`src/logic/pattern_trigger_regs.vh`:
```
`ifndef PATTERN_TRIGGER_REGS_VH
`define PATTERN_TRIGGER_REGS_VH

////////////////////////////////////////////////////////////////////////////////
// register word indices on the plain register port
`define REG_CTRL 4'h0
`define REG_LEVEL 4'h1
`define REG_CARE 4'h2
`define REG_LIMIT 4'h3
`define REG_WMAX 4'h4
`define REG_STATUS 4'h5
`define REG_MASK 4'h6
`define REG_STATE 4'h7
`define REG_TIMER 4'h8

////////////////////////////////////////////////////////////////////////////////
// control word fields
`define CTRL_EN 0
`define CTRL_FUNC_LO 1
`define CTRL_FUNC_HI 2
`define CTRL_QUAL_LO 4
`define CTRL_QUAL_HI 6

// boolean functions
`define FUNC_AND 2'h0
`define FUNC_NAND 2'h1
`define FUNC_OR 2'h2
`define FUNC_NOR 2'h3

// time qualifiers
`define QUAL_LESS 3'h0
`define QUAL_GREATER 3'h1
`define QUAL_TIMEOUT 3'h2
`define QUAL_IN_WINDOW 3'h3
`define QUAL_OUTSIDE_WINDOW 3'h4

// status and mask bits
`define ST_TRIG 0
`define ST_SAT 1

////////////////////////////////////////////////////////////////////////////////
// reset values
`define CTRL_RST 32'h0000_0000
`define LEVEL_RST 32'h0000_0000
`define CARE_RST 32'h0000_0000
`define LIMIT_RST 32'h0000_0001
`define WMAX_RST 32'h0000_0002

////////////////////////////////////////////////////////////////////////////////
// timing: smallest duration qualification, in ns, and the clock in MHz
`define MIN_QUAL_NS 2
`define CLK_MHZ 40
`define MIN_QUAL_RAW ((`MIN_QUAL_NS * `CLK_MHZ + 999) / 1000)
`define MIN_QUAL_CYC ((`MIN_QUAL_RAW < 1) ? 1 : `MIN_QUAL_RAW)

`endif

```
`src/logic/pattern_trigger_time_qualifier.v`:
```
//
// Operation
// (RULE1) after holdoff, watch sixteen channels plus auxiliary input as pattern sources
// (RULE2) each input expects high, low or ignore; ignored inputs never count
// (RULE3) and: true only when every considered input matches
// (RULE4) nand: true when any considered input mismatches
// (RULE5) or: true when any considered input matches
// (RULE6) nor: true only when every considered input mismatches
// (RULE7) duration timer starts the moment the combined pattern goes true
// (RULE8) pattern going true alone never triggers; only qualification does
// (RULE9) all qualifiers but timeout wait for the pattern to go false
// (RULE10) at the false edge, trigger if measured duration qualifies, else nothing
// (RULE11) longer: duration above limit qualifies; shorter: below limit qualifies
// (RULE12) timeout: trigger the instant the limit elapses while still true
// (RULE13) inside window: ends after minimum and before maximum, trigger on false
// (RULE14) outside window: ends before minimum or after maximum, trigger on false
// (RULE15) no trigger when every input is ignored
// (RULE16) smallest duration qualification is about two ns, used with timeout; here it is one clock, 25 ns at 40 MHz
// (RULE17) inputs sampled each clock, limits in cycles, timer saturates
// (RULE18) trigger is a one-cycle pulse; timer clears when false or in holdoff
//
// The address map and strobed register access were decided locally.
`timescale 1ns/100ps
`default_nettype none
`include "pattern_trigger_regs.vh"

module pattern_trigger_time_qualifier #(
    parameter NUM_CH = 16,
    parameter TIMER_W = 24
) (
    // clock and reset
    input wire sys_clk,
    input wire rstn,
    // probed inputs from the pins
    input wire [NUM_CH-1:0] ch_in,
    input wire aux_in,
    // acquisition control, same clock
    input wire holdoff_active,
    // register port
    input wire [3:0] reg_addr,
    input wire [31:0] reg_wdata,
    input wire reg_wr,
    input wire reg_rd,
    output reg [31:0] reg_rdata,
    // trigger and status outputs
    output reg trig_out,
    output reg pattern_true,
    output wire irq
);

localparam NUM_IN = NUM_CH + 1;
localparam [TIMER_W-1:0] TIMER_MAX = {TIMER_W{1'b1}};
localparam integer MIN_CYC_I = `MIN_QUAL_CYC;
localparam [TIMER_W-1:0] MIN_CYC = MIN_CYC_I[TIMER_W-1:0];

// reset words cut to the pattern width on purpose
localparam [31:0] LEVEL_RST_W = `LEVEL_RST;
localparam [31:0] CARE_RST_W = `CARE_RST;
localparam [NUM_IN-1:0] LEVEL_RST_V = LEVEL_RST_W[NUM_IN-1:0];
localparam [NUM_IN-1:0] CARE_RST_V = CARE_RST_W[NUM_IN-1:0];

// qualifier states
localparam [1:0] ST_IDLE = 2'd0;
localparam [1:0] ST_TIMING = 2'd1;
localparam [1:0] ST_EXPIRED = 2'd2;

////////////////////////////////////////////////////////////////////////////////
// limits never drop below the smallest settable qualification
function [TIMER_W-1:0] clamp_limit;
    input [31:0] raw;
    begin
        if (raw[TIMER_W-1:0] < MIN_CYC)
            clamp_limit = MIN_CYC; // see (RULE16)
        else
            clamp_limit = raw[TIMER_W-1:0];
    end
endfunction

// one address compare shared by every register write decode
function reg_hit;
    input [3:0] addr;
    input [3:0] idx;
    begin
        reg_hit = (addr == idx);
    end
endfunction

////////////////////////////////////////////////////////////////////////////////
// configuration registers
reg [31:0] ctrl;
reg [NUM_IN-1:0] level;
reg [NUM_IN-1:0] care;
reg [TIMER_W-1:0] limit;
reg [TIMER_W-1:0] wmax;
reg [1:0] status;
reg [1:0] mask;
reg [15:0] trig_count;

wire enable;
wire [1:0] func;
wire [2:0] qual;
wire hit_ctrl;
wire hit_level;
wire hit_care;
wire hit_limit;
wire hit_wmax;
wire hit_status;
wire hit_mask;

assign enable = ctrl[`CTRL_EN];
assign func = ctrl[`CTRL_FUNC_HI:`CTRL_FUNC_LO];
assign qual = ctrl[`CTRL_QUAL_HI:`CTRL_QUAL_LO];
assign hit_ctrl = reg_wr && reg_hit(reg_addr, `REG_CTRL);
assign hit_level = reg_wr && reg_hit(reg_addr, `REG_LEVEL);
assign hit_care = reg_wr && reg_hit(reg_addr, `REG_CARE);
assign hit_limit = reg_wr && reg_hit(reg_addr, `REG_LIMIT);
assign hit_wmax = reg_wr && reg_hit(reg_addr, `REG_WMAX);
assign hit_status = reg_wr && reg_hit(reg_addr, `REG_STATUS);
assign hit_mask = reg_wr && reg_hit(reg_addr, `REG_MASK);

////////////////////////////////////////////////////////////////////////////////
// input sampling and pattern combination
wire [NUM_IN-1:0] in_level;
wire pat_now;

pin_sync #(
    .WIDTH(NUM_IN)
) u_sync (
    .sys_clk(sys_clk),
    .rstn(rstn),
    .pin_in({aux_in, ch_in}), // see (RULE1)
    .level_out(in_level)
);

pattern_compare #(
    .WIDTH(NUM_IN)
) u_compare (
    .inputs(in_level),
    .level(level),
    .care(care),
    .func(func),
    .pattern(pat_now)
);

////////////////////////////////////////////////////////////////////////////////
// evaluation runs only when enabled and outside holdoff
wire run;
wire pat_live;
reg pat_q;
wire pat_fall;

assign run = enable && !holdoff_active; // see (RULE1)
assign pat_live = pat_now && run;
// a drop caused by holdoff is not a real false edge
assign pat_fall = pat_q && !pat_now && run; // see (RULE9)

////////////////////////////////////////////////////////////////////////////////
// duration timer: counts true cycles, holds at the top value
reg [TIMER_W-1:0] timer;
reg [TIMER_W-1:0] next_timer;

always @* begin
    next_timer = timer;
    if (!pat_live)
        next_timer = {TIMER_W{1'b0}}; // see (RULE18)
    else if (timer != TIMER_MAX)
        next_timer = timer + {{(TIMER_W-1){1'b0}}, 1'b1}; // see (RULE7) (RULE17)
end

always @(posedge sys_clk) begin
    if (!rstn) begin
        timer <= {TIMER_W{1'b0}};
        pat_q <= 1'b0;
    end else begin
        timer <= next_timer;
        pat_q <= pat_live;
    end
end

////////////////////////////////////////////////////////////////////////////////
// qualification decision at the false edge
// timer still holds the number of true cycles in the fall cycle
reg fall_ok;

always @* begin
    fall_ok = 1'b0;
    case (qual)
        `QUAL_LESS: fall_ok = (timer < limit); // see (RULE11)
        `QUAL_GREATER: fall_ok = (timer > limit); // see (RULE11)
        `QUAL_IN_WINDOW: fall_ok = (timer > limit) && (timer < wmax); // see (RULE13)
        `QUAL_OUTSIDE_WINDOW: fall_ok = (timer < limit) || (timer > wmax); // see (RULE14)
        default: fall_ok = 1'b0; // timeout never decides at the fall
    endcase
end

////////////////////////////////////////////////////////////////////////////////
// timeout fires once per true period, when the count first reaches the limit
wire timeout_hit;

assign timeout_hit = (qual == `QUAL_TIMEOUT) && pat_live
                     && (next_timer == limit) && (timer != limit); // see (RULE12)

////////////////////////////////////////////////////////////////////////////////
// qualifier state machine, mainly for readback and for sequencing clarity
reg [1:0] qstate;
reg [1:0] next_qstate;
reg fire;

always @* begin
    next_qstate = qstate;
    fire = 1'b0;
    case (qstate)
        ST_IDLE: begin
            // going true only starts the timer; only a timeout with a limit of one fires here
            if (pat_live) begin // see (RULE8)
                next_qstate = ST_TIMING;
                fire = timeout_hit;
                if (timeout_hit)
                    next_qstate = ST_EXPIRED;
            end
        end
        ST_TIMING: begin
            if (!pat_live) begin
                next_qstate = ST_IDLE;
                fire = pat_fall && fall_ok; // see (RULE10)
            end else if (timeout_hit) begin
                next_qstate = ST_EXPIRED;
                fire = 1'b1; // see (RULE12)
            end
        end
        ST_EXPIRED: begin
            // timeout already fired; wait for the pattern to end
            if (!pat_live)
                next_qstate = ST_IDLE;
        end
        default: next_qstate = ST_IDLE;
    endcase
end

// the trigger is a registered one-cycle pulse
always @(posedge sys_clk) begin
    if (!rstn) begin
        qstate <= ST_IDLE;
        trig_out <= 1'b0;
        pattern_true <= 1'b0;
    end else begin
        qstate <= next_qstate;
        trig_out <= fire; // see (RULE18)
        pattern_true <= pat_live;
    end
end

////////////////////////////////////////////////////////////////////////////////
// events for the interrupt status
wire [1:0] events;
wire sat_event;

assign sat_event = pat_live && (timer != TIMER_MAX) && (next_timer == TIMER_MAX);
assign events = {sat_event, fire};

////////////////////////////////////////////////////////////////////////////////
// control word; unmapped writes match no decode and leave no trace
always @(posedge sys_clk) begin
    if (!rstn)
        ctrl <= `CTRL_RST;
    else if (hit_ctrl)
        ctrl <= reg_wdata;
end

// pattern setup: expected level and considered inputs
always @(posedge sys_clk) begin
    if (!rstn) begin
        level <= LEVEL_RST_V;
        care <= CARE_RST_V;
    end else begin
        if (hit_level)
            level <= reg_wdata[NUM_IN-1:0]; // see (RULE2)
        if (hit_care)
            care <= reg_wdata[NUM_IN-1:0]; // see (RULE2)
    end
end

// time limits in cycles; a zero is raised to the shortest qualification
always @(posedge sys_clk) begin
    if (!rstn) begin
        limit <= clamp_limit(`LIMIT_RST);
        wmax <= clamp_limit(`WMAX_RST);
    end else begin
        if (hit_limit)
            limit <= clamp_limit(reg_wdata); // see (RULE17)
        if (hit_wmax)
            wmax <= clamp_limit(reg_wdata); // see (RULE17)
    end
end

// interrupt mask, same layout as the status word
always @(posedge sys_clk) begin
    if (!rstn)
        mask <= 2'b00;
    else if (hit_mask)
        mask <= reg_wdata[1:0];
end

// sticky status: set has priority over the clear in the same cycle
always @(posedge sys_clk) begin
    if (!rstn)
        status <= 2'b00;
    else if (hit_status)
        status <= (status & ~reg_wdata[1:0]) | events;
    else
        status <= status | events;
end

// trigger counter wraps; software reads differences
always @(posedge sys_clk) begin
    if (!rstn)
        trig_count <= 16'h0000;
    else if (hit_ctrl)
        trig_count <= 16'h0000; // any control write restarts the count
    else if (fire)
        trig_count <= trig_count + 16'h0001;
end

assign irq = |(status & mask);

////////////////////////////////////////////////////////////////////////////////
// readback: data stand only in the cycle after the read strobe
reg [31:0] rd_mux;

always @* begin
    rd_mux = 32'h0000_0000;
    case (reg_addr)
        `REG_CTRL: rd_mux = ctrl;
        `REG_LEVEL: rd_mux[NUM_IN-1:0] = level;
        `REG_CARE: rd_mux[NUM_IN-1:0] = care;
        `REG_LIMIT: rd_mux[TIMER_W-1:0] = limit;
        `REG_WMAX: rd_mux[TIMER_W-1:0] = wmax;
        `REG_STATUS: rd_mux[1:0] = status;
        `REG_MASK: rd_mux[1:0] = mask;
        `REG_STATE: rd_mux = {trig_count, 12'h000, qstate, pat_live, run};
        `REG_TIMER: rd_mux[TIMER_W-1:0] = timer;
        default: rd_mux = 32'h0000_0000; // unmapped reads as zero
    endcase
end

always @(posedge sys_clk) begin
    if (!rstn)
        reg_rdata <= 32'h0000_0000;
    else if (reg_rd)
        reg_rdata <= rd_mux;
    else
        reg_rdata <= 32'h0000_0000;
end

endmodule // pattern_trigger_time_qualifier
`default_nettype wire

```
`src/logic/pin_sync.v`:
```
`timescale 1ns/100ps
`default_nettype none

// three-stage synchroniser; a bit changes once stages two and three agree
module pin_sync #(
    parameter WIDTH = 17
) (
    // clock and reset
    input wire sys_clk,
    input wire rstn,
    // asynchronous pins in, clean levels out
    input wire [WIDTH-1:0] pin_in,
    output reg [WIDTH-1:0] level_out
);

reg [WIDTH-1:0] stage1;
reg [WIDTH-1:0] stage2;
reg [WIDTH-1:0] stage3;

////////////////////////////////////////////////////////////////////////////////
// stage1 feeds stage2 only, so no logic sees a metastable value
always @(posedge sys_clk) begin
    if (!rstn) begin
        stage1 <= {WIDTH{1'b0}};
        stage2 <= {WIDTH{1'b0}};
        stage3 <= {WIDTH{1'b0}};
        level_out <= {WIDTH{1'b0}};
    end else begin
        stage1 <= pin_in;
        stage2 <= stage1;
        stage3 <= stage2;
        level_out <= (stage2 & stage3) | (level_out & (stage2 | stage3)); // see (RULE17)
    end
end

endmodule // pin_sync
`default_nettype wire

```
`src/logic/pattern_compare.v`:
```
`timescale 1ns/100ps
`default_nettype none
`include "pattern_trigger_regs.vh"

// combines the per-input compare with the selected boolean function
module pattern_compare #(
    parameter WIDTH = 17
) (
    // sampled inputs and pattern setup
    input wire [WIDTH-1:0] inputs,
    input wire [WIDTH-1:0] level,
    input wire [WIDTH-1:0] care,
    input wire [1:0] func,
    // combined result
    output reg pattern
);

wire [WIDTH-1:0] match;
wire [WIDTH-1:0] differ;
wire any_care;

// ignored inputs count neither as a match nor as a miss
assign match = ~(inputs ^ level) & care; // see (RULE2)
assign differ = (inputs ^ level) & care;
assign any_care = |care;

////////////////////////////////////////////////////////////////////////////////
// all-ignore never recognises a pattern, whatever the function
always @* begin
    pattern = 1'b0;
    if (any_care) begin // see (RULE15)
        case (func)
            `FUNC_AND: pattern = ~|differ; // see (RULE3)
            `FUNC_NAND: pattern = |differ; // see (RULE4)
            `FUNC_OR: pattern = |match; // see (RULE5)
            `FUNC_NOR: pattern = ~|match; // see (RULE6)
            default: pattern = 1'b0;
        endcase
    end
end

endmodule // pattern_compare
`default_nettype wire

```
`config.mk`:
```
export PLATFORM = sky130hd
export DESIGN_NAME = pattern_trigger_time_qualifier
export DESIGN_NICKNAME = d
export VERILOG_FILES = /design/src/logic/pattern_trigger_time_qualifier.v /design/src/logic/pin_sync.v /design/src/logic/pattern_compare.v
export VERILOG_INCLUDE_DIRS = /design/src /design/src/logic
export SDC_FILE = /design/constraint.sdc
export NUM_CORES = 1
export LEC_CHECK = 0
export ABC_AREA = 1
export BUFFER_PORTS_ARGS = -buffer_cell sky130_fd_sc_hd__buf_4
export CORE_ASPECT_RATIO = 2
export CORE_MARGIN = 1.5
export CORE_UTILIZATION = 36
export DETAILED_ROUTE_END_ITERATION = 10
export PLACE_DENSITY = 0.59
export SKIP_CTS_REPAIR_TIMING = 1
export SLEW_MARGIN = 10
export SYNTH_ARGS = -nofsm -noshare
export SYNTH_HDL_FRONTEND = slang
export SYNTH_HIERARCHICAL = 1
export SYNTH_SLANG_ARGS = --single-unit
```
`constraint.sdc`:
```
create_clock -name sys_clk -period 3.2 [get_ports sys_clk]
set_input_delay 0.48 -clock sys_clk [delete_from_list [all_inputs] [get_ports sys_clk]]
set_output_delay 0.48 -clock sys_clk [all_outputs]
set_load 0.01 [all_outputs]
```
==> results.toml, run 1 <==
[sta]
max_freq_mhz = 301
fin_tns_setup_ps = -1490
slew_violations = 0
layout_min_cycle_time_ps = 3320
layout_worst_path_cycle_share_pct = 104
rsz0062_at_grt = "yes"
setup_viol = 17
clock-skew-final_ps = 17.1
worst-slew-pin-transition_ps = 1040
whs_ps = 94.5
report.final.hold_viol_count = 0
postLayoutSetupSlackWorst_ps = -122
slew_margin_rel_pct = 30.8

[drt]
route.antenna.remaining_nets = 0
via_count = 13100
detail_route.vias_per_cell = 5.26
drtPass1Iterations = 7
finalWirelength_mm = 46.1
remaining_drc_errors = 0
number_of_violations_reported_at_the_end_of_detailed_routing_iteration_0 = 799
route.detailed.wl_per_inst_um = 18.4

[setup_path]
timing.critical_path.mode_cell = "sky130_fd_sc_hd__nand2_2"
crit_path_max_incr_delay_ps = 370
reg2reg_slack_ps = -120
timing.critical_path.from_type = "flip-flop"
endpoint_of_the_worst_setup_timing_path = "trig_count[4]"
critical_path.max_fanout = 9
critical_path_required_ps = 3690
critPathKind = "reg -> reg"
critPathTopFamily = "simple AND/OR/NAND/NOR gates"
reg2reg_depth = 25
critical_path.slowest_cell = "sky130_fd_sc_hd__dfxtp_4"
timing.critical_path.arrival_ps = 3820
path_depth = 25
cp_num_buf_inv = 8
timing.rr.start = "care[7]"
regToRegEndpoint = "trig_count[4]"
crit_path_end_kind = "flip-flop"
timing.critical_path.from = "care[7]"

[power]
power.combinational.fraction_pct = 6.5
report.power.total_mw = 7.07
vdd.ir_drop.worst_v = 0.000503
power_leakage_nw = 7.05
clockPowerShare_pct = 46.2
intPower_mw = 5.35
net_switching_power_figure_mw = 1.72
powerDensity_nw_per_um2 = 434
power.share.sequential_pct = 47.3
power.share.switching_pct = 24.3

[hold_path]
hp_start = "ch_in[5]"
timing.hold.worst.class = "in -> reg"

[outcome]
failed_checks = "negative setup slack"
run_status = "complete, but fails checks"

[logic_synthesis]
synth.largest_area_cell = "sky130_fd_sc_hd__dfxtp_1"
yosys-top-cells-area = "sky130_fd_sc_hd__dfxtp_1, sky130_fd_sc_hd__nand2_1, sky130_fd_sc_hd__a21oi_1, sky130_fd_sc_hd__inv_1, sky130_fd_sc_hd__nand3_1"
compound_cell_area_share_of_the_yosys_netlist_pct = 17.1
syn_area_per_cell_um2 = 7.03
syn_inst = 1836
synth_sequential_area_ratio_pct = 40.6
postSynth.asyncResetShare_pct = 0
top_area_cell_type_share_of_the_netlist_area_pct = 40.6
post_synth_and_or_nand_nor_area_fraction_pct = 26.0
synth.ff_latch_count = 262
synth-edff-count = 0
synth-main-ff-cell = "sky130_fd_sc_hd__dfxtp_1"
number_of_distinct_library_cells_after_synthesis = 44
adder_cell_fraction_of_synth_area_pct = 4.85
number_of_nets_produced_by_synthesis = 1944
synth.cell_area_um2 = 12900
synthMuxAreaShare_pct = 0
synthXorXnorAreaFrac_pct = 1.36
synth_top_family_by_area = "simple AND/OR/NAND/NOR gates"
yosysWarningCount = 6

[clock_tree]
ctsRootBufferMaster = "sky130_fd_sc_hd__clkbuf_16"
insertion_delay_ps = 570
clock_sink_count = 262
clock_tree_from_tritoncts = "built"
cts.reportedPaths.clkPinSlew_ps = 70
tritoncts_buffer_count = 25
longest_clk_path_bufs = 3
ctsHtreeMaxLevel = 1

[final_layout]
layout.cell_area.non_filler_um2 = 16300
drive_above_1_share_pct = 20.0
mostFrequentLayoutCells = "sky130_fd_sc_hd__nand2_1, sky130_fd_sc_hd__dfxtp_1, sky130_fd_sc_hd__inv_1, sky130_fd_sc_hd__buf_4, sky130_fd_sc_hd__a21oi_1"
utilization_pct = 45.8
area.growth.synth_to_final_pct = 26.1
final_common_cell = "sky130_fd_sc_hd__nand2_1"
antenna_cells = 0
final_net_count = 2137

[floorplanning]
design.core.area_um2 = 35600
design.die.area_um2 = 37100
dieHeight_um = 271
start_util_pct = 36.3
io-pin-count = 93
core.rowCount = 98
die_x_um = 137

[global_routing]
number_of_antenna_violations_at_the_first_check_in_global_routing = 0
globalRouteMet2Util_pct = 46.5
met3_usage_pct = 2.32
first_global_vias = 12900
grt_remaining_overflow = 0
met1_usage_grt_pct = 23.6
grt_max_degree = 92
grt-busiest-layer = "met2"
grt_first_pass_wirelength_mm = 69.2
globalRouteTotalUtil_pct = 24.5

[place]
port-buffer-count = 92
post-dp-hpwl_mm = 35.2
routabilityCongestion = 0.957
post_dp_cell_area_um2 = 14900

[run]
maxCapViolations = 0
-- per-stage QoR --
step                      setup slack [ps]  std cells
after floorplan                        445       1836
after global placement                -260       2438
after detailed placement              -262       2438
after CTS                             -290       2484
after global routing                  -299       2498
final                                 -122       2498
-- cells by family (layout without fill, tap and decap cells) --
family                   after synthesis  after routing
buffers and inverters                330            542
flip-flops                           262            262
AND/OR/NAND/NOR                      773            773
XOR/XNOR                              20             20
AO/OA/AOI/OAI                        401            401
adder cells (fa/ha/maj)               50             50
-- flip-flops by register name (all words and copies together) (netlist names) --
signal / count
care: 17
reg_rdata: 32
trig_count: 16
status: 2
pattern_true: 1
ctrl: 32
timer: 24
u_sync/level_out: 17
level: 17
mask: 2
wmax: 24
trig_out: 1
u_sync/stage3: 17
u_sync/stage2: 17
limit: 24
qstate: 2
u_sync/stage1: 17
-- Yosys cell counts, types with 8 or more instances --
cell type	n
sky130_fd_sc_hd__a21oi_1	214
sky130_fd_sc_hd__a21oi_2	10
sky130_fd_sc_hd__a221oi_1	18
sky130_fd_sc_hd__buf_2	9
sky130_fd_sc_hd__clkbuf_1	58
sky130_fd_sc_hd__dfxtp_1	262
sky130_fd_sc_hd__ha_1	50
sky130_fd_sc_hd__inv_1	250
sky130_fd_sc_hd__nand2_1	397
sky130_fd_sc_hd__nand2_2	18
sky130_fd_sc_hd__nand3_1	128
sky130_fd_sc_hd__nand4_1	26
sky130_fd_sc_hd__nor2_1	150
sky130_fd_sc_hd__nor3_1	8
sky130_fd_sc_hd__nor4_1	19
sky130_fd_sc_hd__o21ai_0	108
sky130_fd_sc_hd__o22ai_1	32
sky130_fd_sc_hd__xor2_1	13
-- worst min path at each step --
stage               depth (start not counted)                 to  slack [ps]
floorplan                                   2   u_sync/stage2[0]         390
global placement                            2  u_sync/stage2[16]         390
detailed placement                          2   u_sync/stage2[9]         400
CTS                                         3   u_sync/stage1[0]          80
global route                                3   u_sync/stage1[5]         100
finish                                      3   u_sync/stage1[5]          90
-- power groups by stage --
stage / clock (mW) / combinational, mW / sequential [mW]
2_1_floorplan: 0 / 0.226 / 3.41
3_3_place_gp: 0 / 0.432 / 3.42
3_5_place_dp: 0 / 0.435 / 3.42
4_1_cts: 3.32 / 0.437 / 3.35
5_1_grt: 3.45 / 0.499 / 3.35
6_report: 3.26 / 0.459 / 3.35
-- worst register-to-register path, delay by kind of cell (launching register included) --
| kind | cells | cell delay (ps) |
|---|---|---|
| buffers and inverters | 8 | 1060 |
| and+or+nand+nor | 16 | 1680 |
| AOI/OAI and AO/OA | 1 | 140 |
| DFF | 1 | 370 |
-- final cells by class --
cell class / count / area (µm²)
fillers: 3689 / 19300
multi-input cells: 1244 / 6630
flip-flops and latches: 262 / 5260
repair buffers: 240 / 1960
inverters: 256 / 963
clock buffers: 31 / 688
well taps: 450 / 563
clock inverters: 15 / 213
-- metal layers --
| layer | part of all wire, % | wire length (µm) | vias to the layer above |
|---|---|---|---|
| li1 | - | - | 6396 |
| met1 | 34 | 15400 | 6080 |
| met2 | 54 | 24900 | 464 |
| met3 | 3.7 | 1690 | 196 |
| met4 | 8.6 | 3980 | 0 |
| met5 | 0 | 0 | - |
Power figures use the tool's default switching activity.
==> inputs of run 2 (changes only) <==
- PLACE_DENSITY: 0.59 -> 0.61
- SETUP_SLACK_MARGIN: not set -> 0.1
- clock period: 3.2 -> 2.8 ns (I/O delays scaled with it)
==> run 2 against run 1 <==
Against the previous run: the run still ends with negative setup slack left; highest routed layer unchanged; clock power rose by 15%; count of clock-buffer cells in the layout increased by 3; non-clock buffer count up 78; routed wire length shrank 2.1%; die area stayed put.
==> results.toml, run 2 (same netlist as run 1, synthesis figures left out) <==
[outcome]
run_status = "complete, but fails checks"
failed_checks = "negative setup slack"

[global_routing]
grt-busiest-layer = "met2"
grt_remaining_overflow = 0
grt_max_degree = 127
number_of_antenna_violations_at_the_first_check_in_global_routing = 0
met1_usage_grt_pct = 24.0
globalRouteMet2Util_pct = 44.3
grt_first_pass_wirelength_mm = 68.4
globalRouteTotalUtil_pct = 24.0
first_global_vias = 12900
met3_usage_pct = 2.21

[final_layout]
multi_input_gate_area_in_the_final_layout_um2 = 6540
area.growth.synth_to_final_pct = 29.7
utilization_pct = 47.1
mostFrequentLayoutCells = "sky130_fd_sc_hd__nand2_1, sky130_fd_sc_hd__buf_4, sky130_fd_sc_hd__dfxtp_1, sky130_fd_sc_hd__inv_1, sky130_fd_sc_hd__a21oi_1"
final_common_cell = "sky130_fd_sc_hd__nand2_1"
nFillCells = 3600
final_net_count = 2215
area_occupied_by_registers_um2 = 5260
drive_above_1_share_pct = 21.6
antenna_cells = 0
largest_registers = "ctrl x32, reg_rdata x32"

[floorplanning]
design.core.area_um2 = 35600
design.die.area_um2 = 37100
dieHeight_um = 271
die_x_um = 137
core.rowCount = 98
start_util_pct = 36.3
io-pin-count = 93

[setup_path]
critical_path_required_ps = 3280
crit_path_max_incr_delay_ps = 340
reg2reg_slack_ps = -520
timing.rr.start = "level[12]"
reg2reg_depth = 28
critPathKind = "reg -> reg"
regToRegEndpoint = "trig_count[5]"
crit_path_end_kind = "flip-flop"
timing.critical_path.from_type = "flip-flop"
critical_path.max_fanout = 10
timing.critical_path.arrival_ps = 3790
critical_path.slowest_cell = "sky130_fd_sc_hd__dfxtp_2"
endpoint_of_the_worst_setup_timing_path = "trig_count[5]"
timing.critical_path.mode_cell = "sky130_fd_sc_hd__nand2_2"
timing.critical_path.from = "level[12]"

[clock_tree]
clock_tree_from_tritoncts = "built"
cts.reportedPaths.clkPinSlew_ps = 70
ctsRootBufferMaster = "sky130_fd_sc_hd__clkbuf_16"
insertion_delay_ps = 550
tritoncts_buffer_count = 25
ctsHtreeMaxLevel = 1
clock_sink_count = 262
longest_clk_path_bufs = 3

[power]
power.share.sequential_pct = 47.1
intPower_mw = 6.23
clockPowerShare_pct = 46.3
power.share.switching_pct = 23.3
power_leakage_nw = 7.36
powerDensity_nw_per_um2 = 485
vdd.ir_drop.worst_v = 0.000414
power.combinational.fraction_pct = 6.6
net_switching_power_figure_mw = 1.89

[drt]
remaining_drc_errors = 0
route.antenna.remaining_nets = 0
route.detailed.wl_per_inst_um = 17.5
number_of_violations_reported_at_the_end_of_detailed_routing_iteration_0 = 806
via_count = 13200
finalWirelength_mm = 45.1
detail_route.vias_per_cell = 5.13
drtPass1Iterations = 5

[sta]
rsz0062_at_grt = "yes"
layout_min_cycle_time_ps = 3320
setup_viol = 21
postLayoutSetupSlackWorst_ps = -516
slew_margin_rel_pct = 58.1
clock-skew-final_ps = 11.9
worst-slew-pin-transition_ps = 628
layout_worst_path_cycle_share_pct = 118
max_freq_mhz = 302
slew_violations = 0
fin_tns_setup_ps = -9080
report.final.hold_viol_count = 0

[run]
maxCapViolations = 0

[place]
post-dp-hpwl_mm = 34.9
port-buffer-count = 92
routabilityCongestion = 0.927

[hold_path]
timing.hold.worst.class = "in -> reg"
run 2: cell type report:
class                      instances  area share [%]
multi-input combinational       1244            39.1
tap                              450            3.36
clock buffer                      34            4.24
inverter                         256            5.77
sequential                       262            31.4
clock inverter                    12            1.17
timing repair buffer             318            15.0
run 2: worst min-delay path by stage:
stage / start / endpoint / slack (ps) / cells past startpoint
2_1_floorplan: u_sync/stage1[0] / u_sync/stage2[0] / 390 / 2
3_3_place_gp: u_sync/stage1[13] / u_sync/stage2[13] / 390 / 2
3_5_place_dp: u_sync/stage1[16] / u_sync/stage2[16] / 400 / 2
4_1_cts: ch_in[12] / u_sync/stage1[12] / 40 / 3
5_1_grt: ch_in[3] / u_sync/stage1[3] / 50 / 3
6_report: ch_in[3] / u_sync/stage1[3] / 50 / 3
run 2: power by group through the flow:
| stage | Combinational (mW) | Sequential, mW | Clock [mW] |
|---|---|---|---|
| floorplan | 0.259 | 3.90 | 0 |
| global placement | 0.505 | 3.91 | 0 |
| detailed placement | 0.509 | 3.91 | 0 |
| finish | 0.539 | 3.82 | 3.76 |
| global route | 0.589 | 3.83 | 3.97 |
| CTS | 0.510 | 3.82 | 3.83 |
run 2: worst max-delay path, delay by kind of cell (launching register included):
| kind | cells | cell delay, ps |
|---|---|---|
| compound gates | 2 | 270 |
| buf+inv | 3 | 350 |
| flops | 1 | 340 |
| simple gates | 23 | 2280 |
run 2: through the flow:
step / power (mW) / setup WS, ps / hold slack (ps) / cells / instance area, µm²
finish: 8.12 / -516 / 52.7 / 2576 / 16700
global route: 8.39 / -755 / 51.0 / 2576 / 16700
floorplan: 4.16 / 100 / 390 / 1836 / 12900
CTS: 8.16 / -721 / 36.5 / 2562 / 16400
global placement: 4.41 / -623 / 393 / 2516 / 15500
detailed placement: 4.42 / -685 / 397 / 2516 / 15500
run 2: layer usage:
metal	wire length (µm)	vias to the layer above
met5	0	-
met4	3950	0
met3	1550	156
met2	23700	391
met1	15900	6100
li1	-	6559
